`src/rtl/ofb_pkg.sv`:
```
// Constants and types shared by the offset-balance register bank.
package ofb_pkg;

  // ---------------------------------------------------------------
  // Bank layout
  // ---------------------------------------------------------------
  localparam int NUM_BANKS = 3;
  localparam int IRQ_W = 6;
  // Register indices; the byte address on the bus is four times the index.
  localparam logic [11:0] LR_BASE = 12'hF20;
  localparam logic [11:0] LEFT_OE_BASE = 12'hF40;
  localparam logic [11:0] RIGHT_OE_BASE = 12'hF60;
  localparam logic [11:0] OWN_BASE = 12'hF80;
  localparam logic [4:0] FLD_STATUS = 5'h00;
  localparam logic [4:0] FLD_ABS = 5'h01;
  localparam logic [4:0] FLD_ABS_MIN = 5'h05;
  localparam logic [4:0] FLD_ABS_MAX = 5'h09;
  localparam logic [4:0] FLD_RAW = 5'h0D;
  localparam logic [4:0] FLD_RAW_MIN = 5'h0F;
  localparam logic [4:0] FLD_RAW_MAX = 5'h11;
  localparam logic [4:0] FLD_MODE = 5'h00;
  localparam logic [4:0] FLD_IRQ_STATUS = 5'h01;
  localparam logic [4:0] FLD_IRQ_MASK = 5'h02;

  // ---------------------------------------------------------------
  // Status codes, limits and reset values
  // ---------------------------------------------------------------
  localparam logic [7:0] STATUS_NONE = 8'h00;
  localparam logic [7:0] STATUS_OK = 8'h01;
  localparam logic [7:0] STATUS_RANGE = 8'h80;
  localparam logic [2:0] BANK_PRESENT = 3'h7;
  localparam logic [15:0] RAW_MIN_8 = 16'hFFD8;
  localparam logic [15:0] RAW_MAX_8 = 16'h0028;
  localparam logic [15:0] RAW_MIN_10 = 16'hFF60;
  localparam logic [15:0] RAW_MAX_10 = 16'h00A0;
  localparam logic [31:0] ABS_MIN_8 = 32'hC1A00000;
  localparam logic [31:0] ABS_MAX_8 = 32'h41A00000;
  localparam logic [31:0] ABS_MIN_10 = 32'hC2A00000;
  localparam logic [31:0] ABS_MAX_10 = 32'h42A00000;
  localparam logic [15:0] RAW_RESET = 16'h0000;
  localparam logic MODE_RESET = 1'b0;
  localparam logic [IRQ_W-1:0] IRQ_RESET = 6'h00;
  // Float exponent bias less one: the raw count is twice the value.
  localparam int HALF_BIAS = 126;
  // Largest exponent of a raw magnitude that fits a signed 16-bit field.
  localparam int MAX_SHIFT = 14;

  // ---------------------------------------------------------------
  // Types
  // ---------------------------------------------------------------
  typedef struct packed {
    logic signed [15:0] right_oddeven;
    logic signed [15:0] left_oddeven;
    logic signed [15:0] lr;
  } ofb_balance_type;

  typedef struct packed {
    logic ok;
    logic [15:0] raw;
  } ofb_conv_type;

  typedef struct packed {
    logic bank_hit;
    logic own_hit;
    logic [1:0] bank;
    logic [4:0] field;
  } ofb_addr_type;

  // Byte address of a register given its block base and field index.
  function automatic logic [31:0] reg_addr(input logic [11:0] base, input logic [4:0] field);
    reg_addr = {18'h00000, 12'(base + {7'h00, field}), 2'h0};
  endfunction

endpackage

```
`src/rtl/ofb_regs.sv`:
```
// AHB-Lite register bank holding three pixel offset-balance settings.
//
// Operation
// - Left/right balance bank sits at register index 0x0F20.
// - Left odd/even balance bank sits at index 0x0F40, same layout.
// - Right odd/even balance bank sits at index 0x0F60, same layout.
// - Status byte at field 0x00; reads 0x00 when bank absent.
// - Status reads 0x01 when present, setting in range and the last value write accepted.
// - Status reads 0x80 while any held value is out of range.
// - Field 0x01 is a read/write IEEE single float balance value.
// - In 8-bit output mode the float spans -20 to +20, step 0.5.
// - In 10-bit output mode the float spans -80 to +80, step 0.5.
// - Fields 0x05 and 0x09 read the float minimum and maximum.
// - Field 0x0D is a signed raw setting, normally -40 to +40.
// - Applied balance equals raw setting divided by two.
// - Two-byte fields are little-endian, low byte first.
// - Fields 0x0F and 0x11 read the raw minimum and maximum.
`timescale 1ns/1ps

module ofb_regs (
  input wire logic hclk,
  input wire logic hresetn,
  input wire logic hsel,
  input wire logic [31:0] haddr,
  input wire logic [1:0] htrans,
  input wire logic hwrite,
  input wire logic [2:0] hsize,
  input wire logic hready,
  input wire logic [31:0] hwdata,
  output logic [31:0] hrdata,
  output logic hreadyout,
  output logic hresp,
  output logic irq,
  output ofb_pkg::ofb_balance_type balance
);

  // ---------------------------------------------------------------
  // Helper functions
  // ---------------------------------------------------------------
  // Splits a byte address into block, bank and field.
  function automatic ofb_pkg::ofb_addr_type decode(input logic [31:0] addr);
    ofb_pkg::ofb_addr_type res;
    logic [6:0] blk;
    logic aligned;
    aligned = (addr[31:14] == 18'h00000) && (addr[1:0] == 2'h0);
    blk = addr[13:7];
    res.field = addr[6:2];
    res.bank_hit = aligned && (blk >= ofb_pkg::LR_BASE[11:5])
                   && (blk <= ofb_pkg::RIGHT_OE_BASE[11:5]);
    res.own_hit = aligned && (blk == ofb_pkg::OWN_BASE[11:5]);
    res.bank = 2'(blk - ofb_pkg::LR_BASE[11:5]);
    decode = res;
  endfunction

  // Converts a float in units of pixel values to a raw half-step count.
  function automatic ofb_pkg::ofb_conv_type float_to_raw(input logic [31:0] f);
    ofb_pkg::ofb_conv_type res;
    logic [23:0] mag;
    logic [23:0] val;
    int sh;
    res.ok = 1'b0;
    res.raw = 16'h0000;
    mag = {1'b1, f[22:0]};
    sh = int'(f[30:23]) - ofb_pkg::HALF_BIAS;
    if (f[30:0] == 31'h00000000) begin
      res.ok = 1'b1;
    end else if (sh >= 0 && sh <= ofb_pkg::MAX_SHIFT) begin
      // Any fraction finer than one half step makes the value unusable.
      if ((mag & (24'hFFFFFF >> (sh + 1))) == 24'h000000) begin
        val = mag >> (23 - sh);
        res.ok = 1'b1;
        res.raw = f[31] ? 16'(24'h000000 - val) : val[15:0];
      end
    end
    float_to_raw = res;
  endfunction

  // Converts a raw half-step count back to a float; 2 raw steps per unit.
  function automatic logic [31:0] raw_to_float(input logic [15:0] r);
    logic [15:0] mag;
    logic [38:0] t;
    int p;
    mag = r[15] ? 16'(16'h0000 - r) : r;
    p = 0;
    for (int i = 0; i < 16; i++) begin
      if (mag[i]) begin
        p = i;
      end
    end
    t = {23'h000000, mag} << (23 - p);
    if (mag == 16'h0000) begin
      raw_to_float = 32'h00000000;
    end else begin
      raw_to_float = {r[15], 8'(p + ofb_pkg::HALF_BIAS), t[22:0]};
    end
  endfunction

  // Checks a raw value against the limits of the current output depth.
  function automatic logic in_range(input logic [15:0] v, input logic ten);
    logic [15:0] lo;
    logic [15:0] hi;
    lo = ten ? ofb_pkg::RAW_MIN_10 : ofb_pkg::RAW_MIN_8;
    hi = ten ? ofb_pkg::RAW_MAX_10 : ofb_pkg::RAW_MAX_8;
    in_range = ($signed(v) >= $signed(lo)) && ($signed(v) <= $signed(hi));
  endfunction

  // ---------------------------------------------------------------
  // Declarations
  // ---------------------------------------------------------------
  logic taken;
  logic wr_pend;
  logic rd_late;
  ofb_pkg::ofb_addr_type wr_addr;
  ofb_pkg::ofb_addr_type rd_addr;
  ofb_pkg::ofb_addr_type rd_sel;
  logic [31:0] rd_word;
  logic ten_bit;
  logic [ofb_pkg::IRQ_W-1:0] irq_status;
  logic [ofb_pkg::IRQ_W-1:0] irq_mask;
  logic [ofb_pkg::IRQ_W-1:0] irq_clear;
  wire [15:0] bal_raw [ofb_pkg::NUM_BANKS];
  wire [7:0] status_code [ofb_pkg::NUM_BANKS];
  wire [ofb_pkg::NUM_BANKS-1:0] upd_evt;
  wire [ofb_pkg::NUM_BANKS-1:0] rng_evt;
  wire [ofb_pkg::NUM_BANKS-1:0] range_err;

  // ---------------------------------------------------------------
  // AHB-Lite slave
  // ---------------------------------------------------------------
  // An address phase is taken on any NONSEQ or SEQ transfer to this slave.
  assign taken = hsel && htrans[1] && hready;

  // Write address phase is held until its data phase one cycle later.
  always_ff @(posedge hclk or negedge hresetn) begin
    if (!hresetn) begin
      wr_pend <= 1'b0;
      wr_addr <= '0;
    end else begin
      wr_pend <= taken && hwrite;
      if (taken && hwrite) begin
        wr_addr <= decode(haddr);
      end
    end
  end

  // A read right behind a write waits one cycle so it sees the new value.
  always_ff @(posedge hclk or negedge hresetn) begin
    if (!hresetn) begin
      hrdata <= 32'h00000000;
      hreadyout <= 1'b1;
      rd_late <= 1'b0;
      rd_addr <= '0;
    end else if (rd_late) begin
      hrdata <= rd_word;
      hreadyout <= 1'b1;
      rd_late <= 1'b0;
    end else if (taken && !hwrite) begin
      if (wr_pend) begin
        rd_late <= 1'b1;
        hreadyout <= 1'b0;
        rd_addr <= decode(haddr);
      end else begin
        hrdata <= rd_word;
      end
    end
  end

  // Every transfer completes with an OKAY response.
  always_ff @(posedge hclk or negedge hresetn) begin
    if (!hresetn) begin
      hresp <= 1'b0;
    end else begin
      hresp <= 1'b0;
    end
  end

  // ---------------------------------------------------------------
  // Balance banks
  // ---------------------------------------------------------------
  for (genvar b = 0; b < ofb_pkg::NUM_BANKS; b++) begin : g_bank
    logic [15:0] setting;
    logic err;
    logic hit;
    logic good;
    ofb_pkg::ofb_conv_type conv;

    // Both value fields steer one setting; the float is turned into steps.
    always_comb begin
      hit = wr_pend && wr_addr.bank_hit && (wr_addr.bank == 2'(b))
            && ((wr_addr.field == ofb_pkg::FLD_RAW)
            || (wr_addr.field == ofb_pkg::FLD_ABS));
      conv.ok = 1'b1;
      conv.raw = hwdata[15:0];
      if (wr_addr.field == ofb_pkg::FLD_ABS) begin
        conv = float_to_raw(hwdata);
      end
      good = conv.ok && in_range(conv.raw, ten_bit);
    end

    // A good write updates the setting; a bad one leaves it untouched.
    always_ff @(posedge hclk or negedge hresetn) begin
      if (!hresetn) begin
        setting <= ofb_pkg::RAW_RESET;
      end else if (hit && good) begin
        setting <= conv.raw;
      end
    end

    // The error mark stays until a write lands within the limits.
    always_ff @(posedge hclk or negedge hresetn) begin
      if (!hresetn) begin
        err <= 1'b0;
      end else if (hit) begin
        err <= !good;
      end
    end

    // Status also flags a held value left outside after a depth change.
    assign status_code[b] = !ofb_pkg::BANK_PRESENT[b] ? ofb_pkg::STATUS_NONE :
                            (err || !in_range(setting, ten_bit)) ?
                            ofb_pkg::STATUS_RANGE : ofb_pkg::STATUS_OK;
    assign bal_raw[b] = setting;
    assign range_err[b] = err;
    assign upd_evt[b] = hit && good;
    assign rng_evt[b] = hit && !good;
  end

  // The datapath receives raw half steps; it divides by two itself.
  always_ff @(posedge hclk or negedge hresetn) begin
    if (!hresetn) begin
      balance <= '0;
    end else begin
      balance.lr <= bal_raw[0];
      balance.left_oddeven <= bal_raw[1];
      balance.right_oddeven <= bal_raw[2];
    end
  end

  // ---------------------------------------------------------------
  // Output depth and interrupts
  // ---------------------------------------------------------------
  // Selects the 8-bit or 10-bit limits.
  always_ff @(posedge hclk or negedge hresetn) begin
    if (!hresetn) begin
      ten_bit <= ofb_pkg::MODE_RESET;
    end else if (wr_pend && wr_addr.own_hit && wr_addr.field == ofb_pkg::FLD_MODE) begin
      ten_bit <= hwdata[0];
    end
  end

  // Interrupt mask has the same layout as the status.
  always_ff @(posedge hclk or negedge hresetn) begin
    if (!hresetn) begin
      irq_mask <= ofb_pkg::IRQ_RESET;
    end else if (wr_pend && wr_addr.own_hit && wr_addr.field == ofb_pkg::FLD_IRQ_MASK) begin
      irq_mask <= hwdata[ofb_pkg::IRQ_W-1:0];
    end
  end

  // Writing a one clears a bit; a new event in the same cycle wins.
  assign irq_clear = (wr_pend && wr_addr.own_hit && wr_addr.field == ofb_pkg::FLD_IRQ_STATUS)
                     ? hwdata[ofb_pkg::IRQ_W-1:0] : ofb_pkg::IRQ_RESET;

  always_ff @(posedge hclk or negedge hresetn) begin
    if (!hresetn) begin
      irq_status <= ofb_pkg::IRQ_RESET;
    end else begin
      irq_status <= (irq_status & ~irq_clear) | {rng_evt, upd_evt};
    end
  end

  // Level interrupt from any unmasked status bit.
  always_ff @(posedge hclk or negedge hresetn) begin
    if (!hresetn) begin
      irq <= 1'b0;
    end else begin
      irq <= |(irq_status & irq_mask);
    end
  end

  // ---------------------------------------------------------------
  // Read multiplexer
  // ---------------------------------------------------------------
  assign rd_sel = rd_late ? rd_addr : decode(haddr);
  // Narrow fields sit in the low bits; unmapped words read zero.
  always_comb begin
    rd_word = 32'h00000000;
    if (rd_sel.bank_hit) begin
      case (rd_sel.field)
        ofb_pkg::FLD_STATUS: rd_word = {24'h000000, status_code[rd_sel.bank]};
        ofb_pkg::FLD_ABS: rd_word = raw_to_float(bal_raw[rd_sel.bank]);
        ofb_pkg::FLD_ABS_MIN: rd_word = ten_bit ? ofb_pkg::ABS_MIN_10 : ofb_pkg::ABS_MIN_8;
        ofb_pkg::FLD_ABS_MAX: rd_word = ten_bit ? ofb_pkg::ABS_MAX_10 : ofb_pkg::ABS_MAX_8;
        ofb_pkg::FLD_RAW: rd_word = {16'h0000, bal_raw[rd_sel.bank]};
        ofb_pkg::FLD_RAW_MIN: rd_word = {16'h0000,
          ten_bit ? ofb_pkg::RAW_MIN_10 : ofb_pkg::RAW_MIN_8};
        ofb_pkg::FLD_RAW_MAX: rd_word = {16'h0000,
          ten_bit ? ofb_pkg::RAW_MAX_10 : ofb_pkg::RAW_MAX_8};
        default: rd_word = 32'h00000000;
      endcase
    end else if (rd_sel.own_hit) begin
      case (rd_sel.field)
        ofb_pkg::FLD_MODE: rd_word = {31'h00000000, ten_bit};
        ofb_pkg::FLD_IRQ_STATUS: rd_word = {26'h0000000, irq_status};
        ofb_pkg::FLD_IRQ_MASK: rd_word = {26'h0000000, irq_mask};
        default: rd_word = 32'h00000000;
      endcase
    end
  end

  logic rd_lr_raw;
  logic wr_loe_raw;
  logic wr_roe_raw;
  logic wr_lr_abs;
  assign rd_lr_raw = taken && !hwrite && !wr_pend
                     && haddr == ofb_pkg::reg_addr(ofb_pkg::LR_BASE, ofb_pkg::FLD_RAW);
  assign wr_loe_raw = g_bank[1].hit && wr_addr.field == ofb_pkg::FLD_RAW;
  assign wr_roe_raw = g_bank[2].hit && wr_addr.field == ofb_pkg::FLD_RAW;
  assign wr_lr_abs = g_bank[0].hit && wr_addr.field == ofb_pkg::FLD_ABS;
endmodule

```
`config.mk`:
```
export PLATFORM = sky130hd
export DESIGN_NAME = ofb_regs
export DESIGN_NICKNAME = d
export VERILOG_FILES = /design/src/rtl/ofb_pkg.sv /design/src/rtl/ofb_regs.sv
export SDC_FILE = /design/constraint.sdc
export NUM_CORES = 1
export LEC_CHECK = 0
export BUFFER_PORTS_ARGS = -buffer_cell sky130_fd_sc_hd__clkbuf_2
export CORE_ASPECT_RATIO = 0.6
export CORE_MARGIN = 2
export CORE_UTILIZATION = 30
export DETAILED_ROUTE_END_ITERATION = 10
export PLACE_DENSITY = 0.5
export SLEW_MARGIN = 20
export SYNTH_ARGS = -nofsm -noshare
export SYNTH_HDL_FRONTEND = slang
export SYNTH_SLANG_ARGS = --single-unit
```
`constraint.sdc`:
```
create_clock -name hclk -period 11.75 [get_ports hclk]
set_input_delay 2.9375 -clock hclk [delete_from_list [all_inputs] [get_ports hclk]]
set_output_delay 2.9375 -clock hclk [all_outputs]
set_load 0.05 [all_outputs]
```
# Yosys cells after proc, flatten, opt, wreduce, memory -nomap -nowiden
# Index checks and enable logic that the tools add are counted.
op_classes:
  shift: 3
  bitwise_logic: 7
  n_mux: 53
  n_lt_le_gt_ge: 13
  add_sub_neg: 8
  n_reduce_logical: 54
  eq_ne: 14
op_table:
  columns: ["operator", "count"]
  rows:
  - ["$mux W32", 21]
  - ["$pmux W32 S7", 1]
  - ["$mux W16", 5]
  - ["$mux W8", 7]
  - ["$mux W26", 2]
  - ["$mux W17", 3]
  - ["$ge A16 B16 Y1", 3]
  - ["$le A16 B16 Y1", 3]
  - ["$bmux W16 S2", 1]
  - ["$shl A16 B32 Y23", 1]
  - ["$shr A24 B32 Y16", 1]
  - ["$shr A24 B32 Y24 const A", 1]
  - ["$sub A1 B16 Y16 const A", 2]
  - ["$sub A6 B32 Y32 const A", 1]
  - ["$logic_and A1 B1 Y1", 31]
  - ["$logic_not A31 Y1", 1]
  - ["$and A24 B24 Y24", 1]
  - ["$logic_not A24 Y1", 1]
  - ["$eq A5 B4 Y1 const B", 4]
  - ["$logic_not A18 Y1", 1]
  - ["$pmux W6 S3", 1]
  - ["$bmux W8 S2", 1]
  - ["$ge A16 B9 Y1", 1]
  - ["$le A16 B9 Y1", 1]
  - ["other kinds (35)", 57]
totals:
  reg_bits: 166
  in_bits: 74

# Depth between registers and ports, before layout
logic_depth:
  ltp_word: 36
  depth_mapped: 29

# Worst setup path before layout
# No wires, ideal clock.
synth_timing:
  kind: "input port to flip-flop"
  start: "input hwdata[24]"
  end: "register g_bank[2].setting[5]"
  arrival_ns: 8.913
  path_stages: 25
  n_path_buf: 4
  setup_slack_ns: 2.712
  cell_sequence: "ha_1 -> buf_2 -> xnor2_1 -> inv_2 -> clkbuf_1 -> ha_1 -> clkbuf_1 -> nand2_1 -> a2111oi_0 -> a2111o_1 -> o21ai_1 -> o32ai_1 -> or2_1 -> o21ai_0 -> xnor2_1 -> o21ai_0 -> ha_1 -> a21oi_1 -> o22ai_1 -> nor4bb_1 -> o2111ai_1 -> or4_1 -> buf_4 -> o21ai_4 -> mux2_4"
synth_lines:
  columns: ["element", "line", "rtl"]
  rows:
  - ["start: declaration", "ofb_regs.sv:29", "input wire logic [31:0] hwdata,"]
  - ["end signal: assignment", "ofb_regs.sv:203", "setting <= ofb_pkg::RAW_RESET;"]
  - ["end signal: assignment", "ofb_regs.sv:205", "setting <= conv.raw;"]
  - ["end: declaration", "ofb_regs.sv:181", "logic [15:0] setting;"]

==> results.ini <==
[run_status]
status = completed

[route]
wire_per_inst_um = 22.0
first_pass_iters = 5
vias_per_cell = 5.82
drtIter0Drc = 1351
via_count = 12300
drtAntennaViolNets = 0
drc = 0
drt-total-wl_um = 46200

[clock_network]
postCtsHoldBufs = 0
cts.reportedPaths.clkPinSlew_ns = 0.07
clock-sinks = 165
cts_made_buffers = 17
clockBufferDepth = 2
cts_tree = done
htree_num_levels = 4
clk_latency_ns = 0.44
cts-root-buf = clkbuf_16
cts_resized = 0
post-cts-setup-buffers = 0

[critical_path]
worstReg2RegStart = rd_late$_DFF_PN0_
crit_required_ns = 12.07
path_cells = clkbuf_2 > ha_1 > xnor2_2 > inv_2 > ha_1 > nand2_1 > a2111oi_0 > a2111o_1 > o21ai_1 > o32ai_1 > buf_4 > or2_1 > o21ai_0 > xnor2_1 > o21ai_0 > buf_4 > ha_1 > a21oi_1 > o22ai_1 > nor4bb_1 > o2111ai_1 > or4_1 > o21ai_4 > mux2_4
crit_path_frequent_cell = ha_1
crit_fanout = 32
crit_type = primary input to flop
slowest_delay_ns = 0.70
cp-start-kind = primary input
cp-startpoint = hwdata[24]
crit_buf_inv = 4
end_kind = flop
slowest_stage = or4_1
critPathArrivalTime_ns = 10.19
cp_top_family = compound AO/OA/AOI/OAI gates

[floorplanning]
core-area_sq_mm = 0.0408
dieWidth_um = 267
start_util_pct = 30.6
design.die.area_sq_mm = 0.0433
rows = 57
ios = 157
die_h_um = 162

[global_route]
grt_remaining_overflow = 0
grt_max_degree = 68
grt_pass1_wl_um = 70400
groute.layer.met3.usage_pct = 5.99
grt_use_met2_pct = 26.3
grtUsageTotal_pct = 21.3
antenna_found_initial = 0
top_usage_layer = met1
grt_use_met1_pct = 34.9
grt_pass1_vias = 11200

[timing]
setup_violations = 0
fin_crit_ns = 9.87
worstMarginPinSlew_ns = 0.977
slew_violations = 0
max_freq_mhz = 101
grt_setup_unrepaired = false
hold-worst-slack_ns = 0.385
tns_ns = 0
hold_viol_final = 0
maxSlewHeadroom_pct = 34.3
period_share_pct = 84.0
skew_ns = 0.0156

[synth]
ys.warnings.count = 0
synthFlopType = dfrtp_1
syn_nets = 1523
async_reset_ff_share_pct = 100
synth_cell_types = 89
synth_cells = 1415
syn_area_per_cell_sq_um = 8.83
synth_edf_count = 0
synth_seq_cells = 165
yosysSeqAreaShare_pct = 33.1
syn-cell-area_sq_mm = 0.0125

[min_path]
hp-class = flop to flop
min-delay-start = g_bank[1].setting[3]$_DFFE_PN0P_

[layout]
nNetsFinal = 1641
areaGrowthSynthToFinish_pct = 15.4
drive_above_1_share_pct = 20.4
final_util_pct = 35.3
diodes = 0

[pwr]
powerDensity_mw_per_mm2 = 115
p_leak_nw = 6.16
ir_drop_uv = 77.4

[flow_run]
cap_violations = 0

[place]
io_buffers = 151
hpwl_um = 35700
gp_congestion = 0.957

## through the flow
stage | instance area, sq um | cells | setup WS, ns | power (mW)
final | 14400 | 2106 | 1.88 | 1.66
after global routing | 14400 | 2106 | 1.28 | 1.74
after CTS | 14400 | 2106 | 1.95 | 1.66
after detailed placement | 13800 | 2074 | 1.51 | 1.08
after global placement | 13800 | 2074 | 1.59 | 1.08
after floorplan | 12500 | 1415 | 2.71 | 0.933
## cell families (layout without fill, tap and decap cells)
logic type      Yosys count  count (layout)  synth area share (%)
simple gates            505             505                  19.7
compound gates          447             447                  25.2
flops                   165             165                  33.1
buf+inv                 118             249                  4.13
mux                     101             101                  11.4
xor+xnor                 44              44                  3.08
fa+ha+maj                34              34                  3.41
other cells               1               1                0.0300
## final timing paths
kind | end | slack (ns) | cells past startpoint
setup reg to reg | hrdata[14]$_DFFE_PN0P_ | 5.35 | 17
hold / removal | balance[19]$_DFF_PN0_ | 0.38 | 0
hold reg to reg | balance[19]$_DFF_PN0_ | 0.38 | 0
setup / recovery | g_bank[1].setting[5]$_DFFE_PN0P_ | 1.88 | 24
max in group asynchronous | hrdata[20]$_DFFE_PN0P_ | 8.13 | 2
min in group asynchronous | balance[16]$_DFF_PN0_ | 2.40 | 1
## cell type report
cell class              count  area (sq um)
clock buffers              19           443
clock inverters            13           160
fillers                  4264         26400
inverters                  41           154
multi-input cells        1132          7870
flip-flops and latches    165          4130
well taps                 560           701
repair buffers            176           950
## synth_stat cells (16+ instances only)
cell      instances  area share, %
a21oi_1          72            2.9
a211oi_1         20            1.2
nand2_1         168            5.0
o31ai_1          17            1.0
nor4_1           22            1.1
mux4_2           25            4.5
nand3_1          46            1.8
o21ai_0          94            3.8
nor3_1           31            1.2
inv_1            38            1.1
o22ai_1          16           0.80
mux2_2           33            3.0
a22oi_1          21            1.3
nand4_1          20            1.0
xnor2_1          31            2.2
ha_1             34            3.4
dfrtp_1         164             33
o21a_1           30            1.8
mux2i_1          30            2.4
nor2_1          104            3.1
clkbuf_1         48            1.4
## power by group
part	internal, mW	switching, mW
clock	0.326	0.253
sequential	0.587	0.0205
combinational	0.164	0.312
total	1.08	0.586
## cell usage in the layout, fill, tap and decap left out, drive strengths merged, types with 13 or more instances in the layout
cell    Yosys  final
a211oi     21     21
a21o       13     13
a21oi      72     72
a22o       13     13
a22oi      21     21
a31oi      13     13
and2       15     15
and3       14     14
buf        29     27
clkbuf     48    168
dfrtp     164    164
ha         34     34
inv        39     47
mux2       46     46
mux2i      30     30
mux4       25     25
nand2     168    168
nand2b     15     15
nand3      46     46
nand4      20     20
nor2      104    104
nor3       31     31
nor4       22     22
o211ai     14     14
o21a       30     30
o21ai     100    100
o22a       14     14
o22ai      16     16
o31ai      17     17
or2        15     15
xnor2      31     31
xor2       13     13
## flip-flops by register name, indices dropped and copies added (netlist names), 3 cells and up
| signal | flops |
|---|---|
| balance | 48 |
| g_bank.err | 3 |
| g_bank.setting | 48 |
| hrdata | 31 |
| irq_mask | 6 |
| irq_status | 6 |
| rd_addr | 9 |
| wr_addr | 9 |
## routing by layer
layer	wire [um]	part of all wire (%)
met4	806	1.7
met3	4250	9.2
met2	16800	36
met5	0	0
met1	24300	53
No activity file was read; power rests on OpenSTA's default activity.
